<file path="src/design/cscba_pkg.sv">
// constants, states and carriers for the compare-scan / invert / decimal-adjust datapath
// assumes one core clock and a plain register port with single-cycle strobes
package cscba_pkg;

  // ****************************************
  // register port
  // ****************************************
  localparam int ADDR_W = 8;
  localparam int DATA_W = 32;
  localparam logic [7:0] REG_CMD = 8'h00;
  localparam logic [7:0] REG_ACC = 8'h04;
  localparam logic [7:0] REG_FLAGS = 8'h08;
  localparam logic [7:0] REG_PTR = 8'h0c;
  localparam logic [7:0] REG_CNT = 8'h10;
  localparam logic [7:0] REG_MODE = 8'h14;
  localparam logic [7:0] REG_STATUS = 8'h18;
  localparam logic [7:0] REG_CYCLES = 8'h1c;
  localparam int CMD_OP_LSB = 0;
  localparam int CMD_PFX_LSB = 8;
  localparam int MODE_WIDE_BIT = 0;
  localparam int STAT_BUSY_BIT = 0;

  // ****************************************
  // opcodes and prefixes
  // ****************************************
  localparam logic [7:0] OP_STEP = 8'ha1;
  localparam logic [7:0] OP_SCAN = 8'hb1;
  localparam logic [7:0] OP_INVERT = 8'h2f;
  localparam logic [7:0] OP_DECADJ = 8'h27;
  localparam logic [7:0] PFX_NONE = 8'h00;
  localparam logic [7:0] PFX_SHORT = 8'h52;
  localparam logic [7:0] PFX_LONG = 8'h49;

  // ****************************************
  // widths, reset values, decimal adjust
  // ****************************************
  localparam int WIDE_W = 24;
  localparam int SHORT_W = 16;
  localparam logic [7:0] ACC_RST = 8'h00;
  localparam logic [23:0] PTR_RST = 24'h000000;
  localparam logic [23:0] CNT_RST = 24'h000000;
  localparam logic [23:0] ONE_24 = 24'h000001;
  localparam logic [15:0] ONE_16 = 16'h0001;
  localparam logic [1:0] LEAD_NONE = 2'h0;
  localparam logic [1:0] LEAD_ONE = 2'h1;
  localparam logic [31:0] CYC_ONE = 32'h00000001;
  localparam logic [3:0] BCD_DIGIT_MAX = 4'h9;
  localparam logic [7:0] BCD_BYTE_MAX = 8'h99;
  localparam logic [7:0] ADJ_LO = 8'h06;
  localparam logic [7:0] ADJ_HI = 8'h60;

  typedef enum logic [2:0] {
    ST_IDLE = 3'b000,
    ST_LEAD = 3'b001,
    ST_ADDR = 3'b010,
    ST_WAIT = 3'b011,
    ST_EXEC = 3'b100,
    ST_ONE = 3'b101
  } cscba_state_t;

  // flag byte layout; pad bits read as zero
  typedef struct packed {
    logic sign;
    logic zero;
    logic pad5;
    logic half;
    logic pad3;
    logic pv;
    logic sub;
    logic carry;
  } cscba_flags_t;

  localparam cscba_flags_t FLAGS_RST = 8'h00;

endpackage : cscba_pkg

</file>
<file path="src/design/cscba_top.sv">
// execution datapath for compare-step, compare-scan, accumulator invert and decimal adjust
// assumes data memory answers a read strobe with the byte in the following cycle
`timescale 1ns/100ps
`default_nettype none

// Overview of operation
// - step compare: flags only, pointer up, count down
// - compare flags: sign, zero, half-borrow, subtract, carry kept
// - step takes 3 cycles, 4 with prefix
// - scan repeats until equal or count zero
// - parity flag set while decremented count nonzero
// - count 16 bits compatible, 24 bits wide
// - scan takes 1 plus 3 per pass, 2 plus 3 per pass with prefix
// - invert: all bits, one cycle, half and subtract
// - decimal adjust from carry, half, digits, direction
// - valid digits, no flags: adds nothing
// - add without carry: low digit corrections
// - add without carry: high corrections set carry
// - add with carry: carry stays, corrections
// - subtract: half cleared, carry kept, FA/A0/9A
// - adjust sets sign, zero, even parity
module cscba_top (
  input wire logic i_clk_sys,
  input wire logic i_rst,
  input wire logic [7:0] i_addr,
  input wire logic [31:0] i_wdata,
  input wire logic i_wr,
  input wire logic i_rd,
  output logic [31:0] o_rdata,
  output logic o_busy,
  output logic o_mem_rd,
  output logic [23:0] o_mem_addr,
  input wire logic [7:0] i_mem_data,
  output logic [7:0] o_acc,
  output logic [7:0] o_flags
);

  // ****************************************
  // state
  // ****************************************
  cscba_pkg::cscba_state_t state_q, state_d;
  cscba_pkg::cscba_flags_t flags_q, flags_d;
  logic [7:0] acc_q, acc_d;
  logic [23:0] ptr_q, ptr_d;
  logic [23:0] cnt_q, cnt_d;
  logic mode_q, mode_d;
  logic wide_q, wide_d;
  logic scan_q, scan_d;
  logic inv_q, inv_d;
  logic [1:0] lead_q, lead_d;
  logic [7:0] data_q;
  logic [31:0] cyc_q, cyc_d;
  logic [31:0] rdata_q, rdata_d;
  logic mem_rd_q;
  logic busy_q;

  // ****************************************
  // register decode
  // ****************************************
  wire logic idle = (state_q == cscba_pkg::ST_IDLE);
  wire logic [7:0] cmd_op = i_wdata[cscba_pkg::CMD_OP_LSB +: 8];
  wire logic [7:0] cmd_pfx = i_wdata[cscba_pkg::CMD_PFX_LSB +: 8];
  wire logic pfx_ok = (cmd_pfx == cscba_pkg::PFX_NONE) || (cmd_pfx == cscba_pkg::PFX_SHORT)
                      || (cmd_pfx == cscba_pkg::PFX_LONG);
  wire logic pfx_given = (cmd_pfx != cscba_pkg::PFX_NONE);
  wire logic op_cmp = (cmd_op == cscba_pkg::OP_STEP) || (cmd_op == cscba_pkg::OP_SCAN);
  wire logic op_one = (cmd_op == cscba_pkg::OP_INVERT) || (cmd_op == cscba_pkg::OP_DECADJ);
  wire logic wr_cmd = i_wr && (i_addr == cscba_pkg::REG_CMD);
  wire logic start_cmp = wr_cmd && idle && pfx_ok && op_cmp;
  wire logic start_one = wr_cmd && idle && (cmd_pfx == cscba_pkg::PFX_NONE) && op_one;
  wire logic wr_reg = i_wr && idle;
  wire logic wr_acc = wr_reg && (i_addr == cscba_pkg::REG_ACC);
  wire logic wr_flags = wr_reg && (i_addr == cscba_pkg::REG_FLAGS);
  wire logic wr_ptr = wr_reg && (i_addr == cscba_pkg::REG_PTR);
  wire logic wr_cnt = wr_reg && (i_addr == cscba_pkg::REG_CNT);
  wire logic wr_mode = wr_reg && (i_addr == cscba_pkg::REG_MODE);

  wire logic start_wide = (cmd_pfx == cscba_pkg::PFX_LONG) ? 1'b1
                        : (cmd_pfx == cscba_pkg::PFX_SHORT) ? 1'b0 : mode_q;
  wire logic [1:0] start_lead = {1'b0, cmd_op == cscba_pkg::OP_SCAN} + {1'b0, pfx_given};

  // ****************************************
  // compare datapath
  // ****************************************
  // difference for flags only
  wire logic [7:0] diff = acc_q - data_q;
  wire logic half_borrow = (acc_q[3:0] < data_q[3:0]);
  wire logic equal = (acc_q == data_q);
  wire logic [23:0] ptr_inc = wide_q ? (ptr_q + cscba_pkg::ONE_24)
                                     : {ptr_q[23:16], ptr_q[15:0] + cscba_pkg::ONE_16};
  wire logic [23:0] cnt_dec = wide_q ? (cnt_q - cscba_pkg::ONE_24)
                                     : {cnt_q[23:16], cnt_q[15:0] - cscba_pkg::ONE_16};
  wire logic cnt_nz = wide_q ? (cnt_dec != cscba_pkg::CNT_RST)
                             : (cnt_dec[15:0] != cscba_pkg::CNT_RST[15:0]);
  // repeat while unequal and count left
  wire logic again = scan_q && !equal && cnt_nz;

  // ****************************************
  // decimal adjust datapath
  // ****************************************
  wire logic lo_big = (acc_q[3:0] > cscba_pkg::BCD_DIGIT_MAX);
  wire logic hi_big = (acc_q > cscba_pkg::BCD_BYTE_MAX);
  wire logic add_lo = flags_q.half || lo_big;
  wire logic add_hi = flags_q.carry || hi_big;
  wire logic [7:0] add_corr = (add_lo ? cscba_pkg::ADJ_LO : 8'h00) | (add_hi ? cscba_pkg::ADJ_HI : 8'h00);
  wire logic [7:0] sub_corr = (flags_q.half ? cscba_pkg::ADJ_LO : 8'h00)
                              | (flags_q.carry ? cscba_pkg::ADJ_HI : 8'h00);
  wire logic [7:0] adj_res = flags_q.sub ? (acc_q - sub_corr) : (acc_q + add_corr);
  // carry kept or set after add
  wire logic adj_carry = flags_q.sub ? flags_q.carry : add_hi;
  wire logic adj_half = flags_q.sub ? 1'b0 : lo_big;

  // ****************************************
  // sequencer
  // ****************************************
  always_comb
  begin
    state_d = state_q;
    acc_d = acc_q;
    flags_d = flags_q;
    ptr_d = ptr_q;
    cnt_d = cnt_q;
    mode_d = mode_q;
    wide_d = wide_q;
    scan_d = scan_q;
    inv_d = inv_q;
    lead_d = lead_q;
    cyc_d = cyc_q + cscba_pkg::CYC_ONE;
    if (wr_acc)
    begin
      acc_d = i_wdata[7:0];
    end
    if (wr_flags)
    begin
      flags_d = i_wdata[7:0];
      flags_d.pad5 = 1'b0;
      flags_d.pad3 = 1'b0;
    end
    if (wr_ptr)
    begin
      ptr_d = i_wdata[23:0];
    end
    if (wr_cnt)
    begin
      cnt_d = i_wdata[23:0];
    end
    if (wr_mode)
    begin
      mode_d = i_wdata[cscba_pkg::MODE_WIDE_BIT];
    end
    case (state_q)
      cscba_pkg::ST_IDLE:
      begin
        cyc_d = cyc_q;
        if (start_cmp)
        begin
          // each busy state adds one, so count from zero
          cyc_d = 32'h00000000;
          wide_d = start_wide;
          scan_d = (cmd_op == cscba_pkg::OP_SCAN);
          lead_d = start_lead;
          state_d = (start_lead == cscba_pkg::LEAD_NONE) ? cscba_pkg::ST_ADDR : cscba_pkg::ST_LEAD;
        end
        else if (start_one)
        begin
          cyc_d = 32'h00000000;
          inv_d = (cmd_op == cscba_pkg::OP_INVERT);
          state_d = cscba_pkg::ST_ONE;
        end
      end
      cscba_pkg::ST_LEAD:
      begin
        lead_d = lead_q - cscba_pkg::LEAD_ONE;
        if (lead_q == cscba_pkg::LEAD_ONE)
        begin
          state_d = cscba_pkg::ST_ADDR;
        end
      end
      cscba_pkg::ST_ADDR:
      begin
        state_d = cscba_pkg::ST_WAIT;
      end
      cscba_pkg::ST_WAIT:
      begin
        state_d = cscba_pkg::ST_EXEC;
      end
      cscba_pkg::ST_EXEC:
      begin
        // accumulator kept, pointer and count step
        ptr_d = ptr_inc;
        cnt_d = cnt_dec;
        flags_d.sign = diff[7];
        flags_d.zero = equal;
        flags_d.half = half_borrow;
        flags_d.sub = 1'b1;
        flags_d.pv = cnt_nz;
        state_d = again ? cscba_pkg::ST_ADDR : cscba_pkg::ST_IDLE;
      end
      cscba_pkg::ST_ONE:
      begin
        if (inv_q)
        begin
          acc_d = ~acc_q;
          flags_d.half = 1'b1;
          flags_d.sub = 1'b1;
        end
        else
        begin
          acc_d = adj_res;
          flags_d.carry = adj_carry;
          flags_d.half = adj_half;
          flags_d.sign = adj_res[7];
          flags_d.zero = (adj_res == 8'h00);
          flags_d.pv = ~^adj_res;
        end
        state_d = cscba_pkg::ST_IDLE;
      end
      default:
      begin
        state_d = cscba_pkg::ST_IDLE;
      end
    endcase
  end

  // ****************************************
  // read mux
  // ****************************************
  always_comb
  begin
    rdata_d = 32'h00000000;
    if (!i_rd)
    begin
      rdata_d = 32'h00000000;
    end
    else if (i_addr == cscba_pkg::REG_ACC)
    begin
      rdata_d = {24'h000000, acc_q};
    end
    else if (i_addr == cscba_pkg::REG_FLAGS)
    begin
      rdata_d = {24'h000000, flags_q};
    end
    else if (i_addr == cscba_pkg::REG_PTR)
    begin
      rdata_d = {8'h00, ptr_q};
    end
    else if (i_addr == cscba_pkg::REG_CNT)
    begin
      rdata_d = {8'h00, cnt_q};
    end
    else if (i_addr == cscba_pkg::REG_MODE)
    begin
      rdata_d = {31'h00000000, mode_q};
    end
    else if (i_addr == cscba_pkg::REG_STATUS)
    begin
      rdata_d = {31'h00000000, busy_q};
    end
    else if (i_addr == cscba_pkg::REG_CYCLES)
    begin
      rdata_d = cyc_q;
    end
  end

  // ****************************************
  // flops
  // ****************************************
  always_ff @(posedge i_clk_sys)
  begin
    if (i_rst)
    begin
      state_q <= cscba_pkg::ST_IDLE;
      acc_q <= cscba_pkg::ACC_RST;
      flags_q <= cscba_pkg::FLAGS_RST;
      ptr_q <= cscba_pkg::PTR_RST;
      cnt_q <= cscba_pkg::CNT_RST;
      mode_q <= 1'b0;
      wide_q <= 1'b0;
      scan_q <= 1'b0;
      inv_q <= 1'b0;
      lead_q <= cscba_pkg::LEAD_NONE;
      data_q <= 8'h00;
      cyc_q <= 32'h00000000;
      rdata_q <= 32'h00000000;
      mem_rd_q <= 1'b0;
      busy_q <= 1'b0;
    end
    else
    begin
      state_q <= state_d;
      acc_q <= acc_d;
      flags_q <= flags_d;
      ptr_q <= ptr_d;
      cnt_q <= cnt_d;
      mode_q <= mode_d;
      wide_q <= wide_d;
      scan_q <= scan_d;
      inv_q <= inv_d;
      lead_q <= lead_d;
      data_q <= (state_q == cscba_pkg::ST_WAIT) ? i_mem_data : data_q;
      cyc_q <= cyc_d;
      rdata_q <= rdata_d;
      mem_rd_q <= (state_d == cscba_pkg::ST_ADDR);
      busy_q <= (state_d != cscba_pkg::ST_IDLE);
    end
  end

  assign o_rdata = rdata_q;
  assign o_busy = busy_q;
  assign o_mem_rd = mem_rd_q;
  assign o_mem_addr = ptr_q;
  assign o_acc = acc_q;
  assign o_flags = flags_q;

endmodule : cscba_top

`default_nettype wire

</file>
<file path="config.mk">
export PLATFORM = sky130hd
export DESIGN_NAME = cscba_top
export DESIGN_NICKNAME = d
export VERILOG_FILES = /design/src/design/cscba_pkg.sv /design/src/design/cscba_top.sv
export SDC_FILE = /design/constraint.sdc
export NUM_CORES = 1
export LEC_CHECK = 0
export BUFFER_PORTS_ARGS = -buffer_cell sky130_fd_sc_hd__buf_2
export CAP_MARGIN = 20
export CORE_ASPECT_RATIO = 0.7
export CORE_MARGIN = 1
export CORE_UTILIZATION = 51
export DETAILED_ROUTE_END_ITERATION = 10
export PLACE_DENSITY = 0.74
export SKIP_LAST_GASP = 1
export SLEW_MARGIN = 20
export SYNTH_ARGS = -nofsm -noshare
export SYNTH_HDL_FRONTEND = slang
export SYNTH_SLANG_ARGS = --single-unit
</file>
<file path="constraint.sdc">
create_clock -name i_clk_sys -period 8.4 [get_ports i_clk_sys]
set_input_delay 1.26 -clock i_clk_sys [delete_from_list [all_inputs] [get_ports i_clk_sys]]
set_output_delay 1.26 -clock i_clk_sys [all_outputs]
set_load 0.02 [all_outputs]
</file>
# Word level (Yosys, flattened, before mapping)
# Index checks and enable logic that the tools add are counted.
classes:
  eq_ne: 25
  muxes: 47
  n_reduce_logical: 43
  add_sub_neg: 10
  n_lt_le_gt_ge: 3
  bitwise_logic: 6
op_table:
  columns: ["operator", "n"]
  rows:
  - ["24-bit 2-to-1 mux", 11]
  - ["32-bit 2-to-1 mux", 3]
  - ["8-bit 2-to-1 mux", 7]
  - ["32-bit by 1-bit adder with 32-bit output (second input constant)", 1]
  - ["8-bit by 5-bit == test with 1-bit output (second input constant)", 4]
  - ["24-bit by 1-bit adder with 24-bit output (second input constant)", 1]
  - ["8-bit zero test", 3]
  - ["24-bit nonzero test", 1]
  - ["24-bit by 1-bit subtractor with 24-bit output (second input constant)", 1]
  - ["16-bit by 1-bit adder with 16-bit output (second input constant)", 1]
  - ["8-bit by 4-bit == test with 1-bit output (second input constant)", 2]
  - ["8-bit by 6-bit == test with 1-bit output (second input constant)", 2]
  - ["8-bit by 7-bit == test with 1-bit output (second input constant)", 2]
  - ["8-bit == test (second input constant)", 2]
  - ["16-bit nonzero test", 1]
  - ["16-bit by 1-bit subtractor with 16-bit output (second input constant)", 1]
  - ["3-bit 2-to-1 mux", 5]
  - ["3-bit case mux with 5 select lines", 1]
  - ["1-bit logical AND", 14]
  - ["7-bit 2-to-1 mux", 2]
  - ["3-bit by 7-bit OR with 7-bit output", 2]
  - ["2-bit case mux with 2 select lines", 3]
  - ["1-bit 2-to-1 mux", 10]
  - ["3-bit by 2-bit == test with 1-bit output (second input constant)", 3]
  - ["other kinds (34)", 51]
totals:
  output_inout_bits: 74
  inputBits: 52
  wordCells: 157
  register_bits: 145

# Logic depth before layout (Yosys ltp)
# Gate-level depths: netlist of run 1.
logic_depth:
  word_depth: 9
  depth_mapped: 17
  depth_no_buf: 17

# Least setup slack after synthesis of run 1
# No wires, ideal clock.
synth_timing:
  kind: "reg-to-reg"
  from: "reg acc_q[1] (netlist: o_acc[1])"
  to: "reg flags_q (netlist bit o_flags[2])"
  path_buffers: 0
  setup_slack_ps: 4890
  setup_ps: 70
  arrival_time_ps: 3439
  stages_incl_launch_ff: 16
  path_cell_list: "dfxtp_1 > o21a_1 > a211o_1 > a21oi_1 > ha_1 > inv_1 > mux2i_1 > ha_1 > or4_1 > o311ai_0 > a211oi_1 > ha_1 > xor2_1 > xnor2_1 > o32a_1 > a21oi_1"
synth_via:
  elab_chain_cells: 9
  word_cells_on_any_way: 13
  cone_classes: "add/sub (2); order compare (2); mux (5); bitwise (1); reduce/logical (3)"
synth_rtl:
  columns: ["item", "line_no", "source"]
  rows:
  - ["start: declaration", "cscba_top.sv:43", "logic [7:0] acc_q, acc_d;"]
  - ["start signal: assignment", "cscba_top.sv:273", "acc_q <= cscba_pkg::ACC_RST;"]
  - ["8-bit greater-than comparator or 4-bit greater-than comparator (tied branches)", "cscba_top.sv:102, cscba_top.sv:101", null]
  - ["1-bit logical OR (on tied branches)", "cscba_top.sv:104, cscba_top.sv:103", null]
  - ["7-bit 2-to-1 mux or 3-bit 2-to-1 mux (tied branches)", "cscba_top.sv:105", "wire logic [7:0] add_corr = (add_lo ? cscba_pkg::ADJ_LO : 8'h00) | (add_hi ? cscba_pkg::ADJ_HI : 8'h00);"]
  - ["3-bit by 7-bit OR with 7-bit output", "cscba_top.sv:105", null]
  - ["8-bit by 7-bit adder with 8-bit output", "cscba_top.sv:108", "wire logic [7:0] adj_res = flags_q.sub ? (acc_q - sub_corr) : (acc_q + add_corr);"]
  - ["8-bit 2-to-1 mux *", "cscba_top.sv:108", null]
  - ["8-bit XNOR reduction *", "cscba_top.sv:214", "flags_d.pv = ~^adj_res;"]
  - ["1-bit 2-to-1 mux *", "cscba_top.sv:201", "if (inv_q)"]
  - ["2-bit case mux with 2 select lines *", "cscba_top.sv:151", "case (state_q)"]
  - ["end signal: assignment", "cscba_top.sv:274", "flags_q <= cscba_pkg::FLAGS_RST;"]
  - ["end signal: assignment", "cscba_top.sv:292", "flags_q <= flags_d;"]
  - ["end: declaration", "cscba_top.sv:42", "cscba_pkg::cscba_flags_t flags_q, flags_d;"]
# Every way passes the cells marked *; elsewhere a longest branch is shown, timed or not.
# A chain may end at the register's enable or synchronous reset.

# Final worst setup path of run 1
layout_timing:
  from: "reg acc_q[2] (netlist: o_acc[2])"
  to: "reg flags_q (netlist bit o_flags[2])"
# The elaborated chain is that of the path after synthesis.

==> metrics, run 1 <==
drt drc=0; multi-input combinational cell area=5000 um2; Post-synth EDFFs=0; Metal-1 WL=11800 um; Cell Area, Synth=8260 um2; crit end category=register; Top Layer Used=met4; hold_buf cts=0; Combinational Power Share=3.7%; Setup-failing EPs final=0; Max Slew Vio Count=0; Peak Freq=244 MHz; yosys warns=0; worst-skew pair later-pin latency=0.45 ns; Crit Path Class=reg2reg; GPL Wtd Cong=0.923; Seq cells post-synth=145; I/O pin count=126; crit path DAT=4.46 ns; post-CTS sizing=0; die height=108 um; Antenna diodes=0; largest net degree at the start of global routing=90; 1st-iter DRT viols=1308; Vias per Instance=6.47; leading cell type in the layout, fill and taps excluded=dfxtp_1; Area Overhead vs Synth=14.8%; Tot Pwr=1.49 mW; RSZ-0062 raised after global routing=no; asr flop ratio synth=0%; skew final=0.00821 ns; average size of a mapped cell=7.95 um2; vias in the first global route=7301; met3 wire length=3590 um; clk slew on worst S/H paths=0.07 ns; postcts setup bufs=0; Buffers & Inverters on Critical Path=1; starting density of the core=52.8%; Area after DPL=8910 um2; TritonCTS Buffers=17; IO Port Bufs=115; core area=15600 um2; clock power share=50.2%; wire per inst=20.1 um; setup TNS=0 ns; TritonRoute pass-1 iters=9; Final min period=4.10 ns; commonest register cell after synthesis=dfxtp_1; Hold WS=0.496 ns; Net Sw Power=396 uW; register area=2900 um2; Final Util=60.6%; count of different cell masters after synthesis=75; Slew headroom=34.2%; Tcrit/Tclk final=48.8%; sequential element share of the synthesized area=35.2%; initial antenna violation count=0; synthesized instance count=1038; leakage power=3.78 nW; Slew @ Worst Pin=0.988 ns; status=complete, no violations; Startpoint Class=register; Post-DP HPWL=19100 um; drt total wl=26600 um; H-Tree Depth=4; maximum clock path buffer count=2; Root Driver=clkbuf_16; Worst Path Max Fanout=7; endpoints failing hold=0; Sink Count=145; CP required=8.77 ns; Rows=38; sequential share of power=46.1%; DIE AREA=16700 um2; fill count=1413; Critical Path, Cell by Cell=o21a_1 > a211o_1 > a21oi_1 > ha_1 > inv_1 > mux2i_1 > ha_1 > and2_1 > o21ai_0 > o311ai_0 > a211oi_1 > ha_1 > xor2_1 > xnor2_1 > o32a_1 > a21oi_1; most frequent cells in the layout=dfxtp_1 (145), nor2_1 (126), buf_2 (114); pwr dens=158 nW/um2; first-pass GRT wire length=40800 um; layout cells sized above 1=16.1%; CP peak stage delay=0.57 ns; final antenna-violating net count=0; max-cap viol count=0; CP max-delay cell=a211oi_1; HP Class=reg2reg; GRT Total Usage=32.1%; Nets=1193; switching share of power=26.5%; CTS tree=yes; peak supply drop=122 uV; Worst path most repeated cell=ha_1; global route overflow=0; total number of vias=8587; routed wl met2=10700 um; CP delay by family, top=compound AO/OA/AOI/OAI gates; DIE WIDTH=154 um; fin area=9480 um2; Int Power=1.10 mW
## synthesized netlist by cell type (14+ instances only)
cell	n	share of area, %
inv_1	26	1.2
dfxtp_1	145	35
nand2_1	73	3.3
mux2i_1	29	3.5
a211oi_1	14	1.3
a222oi_1	27	3.3
and2_1	16	1.2
ha_1	27	4.1
nand4_1	20	1.5
a31oi_1	15	1.1
and3_1	20	1.5
clkbuf_1	59	2.7
a21oi_1	80	4.8
nor3_1	36	2.2
a22oi_1	15	1.4
o21ai_0	52	3.2
nand3_1	37	2.2
nor2_1	126	5.7
nor4_1	16	1.2
or3_1	22	1.7
## state kept, by name, indices dropped and copies added, names as in the netlist, 2 cells and up
register and flops:
lead_q 2, o_mem_addr 24, o_rdata 32, state_q 3, data_q 8, cnt_q 24, o_acc 8, o_flags 6
cyc_q 32
## final timing paths
| path | startpoint | endpoint | slack [ns] | cells past startpoint |
|---|---|---|---|---|
| worst max-delay path | o_acc[2] | o_flags[2] | 4.30 | 16 |
| worst min-delay path | data_q[1] | data_q[1] | 0.50 | 2 |
| worst max register to register | o_acc[2] | o_flags[2] | 4.30 | 16 |
| worst min register to register | data_q[1] | data_q[1] | 0.50 | 2 |
## power by group through the flow
stage | Sequential [mW] | Clock, mW | Combinational, mW
3_3_place_gp | 0.704 | 0 | 0.0531
6_report | 0.689 | 0.750 | 0.0559
5_1_grt | 0.688 | 0.782 | 0.0590
2_1_floorplan | 0.704 | 0 | 0.0254
4_1_cts | 0.688 | 0.753 | 0.0537
3_5_place_dp | 0.704 | 0 | 0.0534
## stage by stage
stage          instances  worst slack, ns
6_report            1327             4.30
5_1_grt             1327             4.13
4_1_cts             1327             4.38
3_5_place_dp        1295             4.30
3_3_place_gp        1295             4.33
2_1_floorplan       1039             4.89
## per-layer routing
| metal | vias up | track usage [%] |
|---|---|---|
| met4 | 0 | 12.7 |
| met1 | 4002 | 47.6 |
| met3 | 51 | 8.26 |
| li1 | 4013 | - |
| met5 | - | 0 |
| met2 | 521 | 43.3 |
## tightest hold or removal path, cell delays in order (launching register included)
cell and delay [ns]:
dfxtp_1 0.33, mux2i_1 0.07, nor2_1 0.07
## logic make-up (layout without fill, tap and decap cells)
logic type / count (synthesis) / after routing / synth area share [%]
buf+inv: 96 / 184 / 4.68
simple gates: 434 / 434 / 26.8
flops: 145 / 145 / 35.2
other cells: 1 / 2 / 0.0454
fa+ha+maj: 27 / 27 / 4.09
compound gates: 281 / 281 / 22.9
xor+xnor: 19 / 19 / 2.02
mux: 35 / 35 / 4.33
## area by class of cell
cell class / count / area share (%)
multi-input cells: 798 / 52.8
flip-flops and latches: 145 / 30.6
repair buffers: 125 / 6.89
clock buffers: 18 / 4.53
well taps: 200 / 2.64
clock inverters: 14 / 1.46
inverters: 27 / 1.07
Note: power is estimated with default switching activity, not from simulation.
==> inputs of run 2 (changes only) <==
clock period = 4.3 ns   (was 8.4 ns; I/O delays follow)
==> run 2 against run 1 <==
Sequential cell count unchanged. Global-route usage increased by 0.33 points. Count of clock-buffer cells in the layout decreased by 1. Worst setup slack got worse by 3.9 ns. Total power increased by 92%. Register-to-register slack got worse by 3.9 ns. Via count increased by 0.22%. Fmax increased by 4.9%. Critical endpoint unchanged. Largest power group unchanged.
==> metrics, run 2 (synthesis gave the netlist of run 1 again) <==
endpoints failing hold=0; GRT Total Usage=32.4%; switching share of power=25.7%; core area=15600 um2; DIE AREA=16700 um2; skew final=0.0123 ns; vias in the first global route=7580; Vias per Instance=6.45; Worst Path Max Fanout=8; status=complete, no violations; Tcrit/Tclk final=90.8%; Final min period=3.91 ns; Nets=1202; crit path DAT=4.26 ns; maximum clock path buffer count=2; Final Util=60.9%; Buffers & Inverters on Critical Path=1; Post-DP HPWL=19500 um; IO Port Bufs=115; H-Tree Depth=4; starting density of the core=52.8%; global route overflow=0; TritonRoute pass-1 iters=8; hold_buf cts=0; Rows=38; leading cell type in the layout, fill and taps excluded=dfxtp_1; die height=108 um; most frequent cells in the layout=dfxtp_1 (145), nor2_1 (126), buf_2 (114); CP required=4.65 ns; Int Power=2.13 mW; register area=2900 um2; leakage power=3.81 nW; postcts setup bufs=0; setup TNS=0 ns; DIE WIDTH=154 um; TritonCTS Buffers=17; I/O pin count=126; Area Overhead vs Synth=15.4%; worst-skew pair later-pin latency=0.44 ns; drt drc=0; Sink Count=145; pwr dens=301 nW/um2; 1st-iter DRT viols=1349; sequential share of power=46.9%; initial antenna violation count=0; crit end category=register; clk slew on worst S/H paths=0.07 ns; HP Class=in2reg; total number of vias=8606; Net Sw Power=738 uW; Setup-failing EPs final=0; first-pass GRT wire length=41700 um; drt total wl=26800 um; CP max-delay cell=a211oi_1; CP delay by family, top=compound AO/OA/AOI/OAI gates; Startpoint Class=register; Slew headroom=46.5%; Combinational Power Share=3.8%; multi-input combinational cell area=5000 um2; CTS tree=yes; GPL Wtd Cong=0.970; Crit Path Class=reg2reg; post-CTS sizing=0; Slew @ Worst Pin=0.802 ns; fill count=1407; Max Slew Vio Count=0; largest net degree at the start of global routing=61; Critical Path, Cell by Cell=o21a_1 > a211o_1 > a21oi_1 > ha_1 > inv_1 > mux2i_1 > ha_1 > and2_1 > o21ai_0 > o311ai_0 > a211oi_1 > ha_1 > xor2_1 > xnor2_1 > o32a_1 > a21oi_1; peak supply drop=218 uV; wire per inst=20.0 um; clock power share=49.3%; Root Driver=clkbuf_16; layout cells sized above 1=16.8%; CP peak stage delay=0.44 ns; Worst path most repeated cell=ha_1; final antenna-violating net count=0; max-cap viol count=0; Peak Freq=256 MHz; Antenna diodes=0; RSZ-0062 raised after global routing=no
## run 2: cell count changes in the layout (fill, tap and decap cells not counted), sizes merged
cell	previous run	this run
clkbuf	18	17
buf	125	134
## run 2: worst paths after layout
path                       from          to  slack (ns)  cells past startpoint
setup reg to reg       o_acc[1]  o_flags[2]        0.39                     16
hold / removal    i_mem_data[2]   data_q[2]        0.44                      3
setup / recovery       o_acc[1]  o_flags[2]        0.39                     16
hold reg to reg       lead_q[0]   lead_q[0]        0.49                      1
## run 2: tightest hold or removal path, delay by kind of cell
kind | cells | cell delay [ns]
buffers and inverters | 1 | 0.08
multiplexers | 1 | 0.05
AND/OR/NAND/NOR | 1 | 0.07
## run 2: power groups by stage
stage	Sequential, mW	Clock (mW)	Combinational [mW]
after floorplan	1.38	0	0.0496
after global placement	1.38	0	0.104
after detailed placement	1.38	0	0.105
after CTS	1.35	1.42	0.106
after global routing	1.34	1.49	0.116
final	1.35	1.42	0.110
## run 2: through the flow
step	setup WS, ns	instances	hold slack [ns]	total power, mW	cell area [um2]
finish	0.394	1335	0.442	2.87	9530
global route	0.0505	1335	0.445	2.95	9530
CTS	0.450	1335	0.443	2.87	9530
detailed placement	0.489	1304	0.458	1.48	8980
global placement	0.538	1304	0.453	1.48	8980
floorplan	0.790	1039	0.435	1.43	8260
## run 2: routing by layer
metal / global-route usage, % / up-vias / part of all wire, %
li1: - / 4050 / -
met1: 47.3 / 3999 / 45
met2: 45.3 / 516 / 40
met3: 10.3 / 41 / 13
met4: 8.14 / 0 / 1.9
met5: 0 / - / 0
## run 2: final cells by class
cell class	count	area share, %
Clock buffer	17	4.46
Clock inverter	14	1.29
Inverter	27	1.06
Multi-Input combinational cell	798	52.5
Sequential cell	145	30.5
Tap cell	200	2.63
Timing Repair Buffer	134	7.56
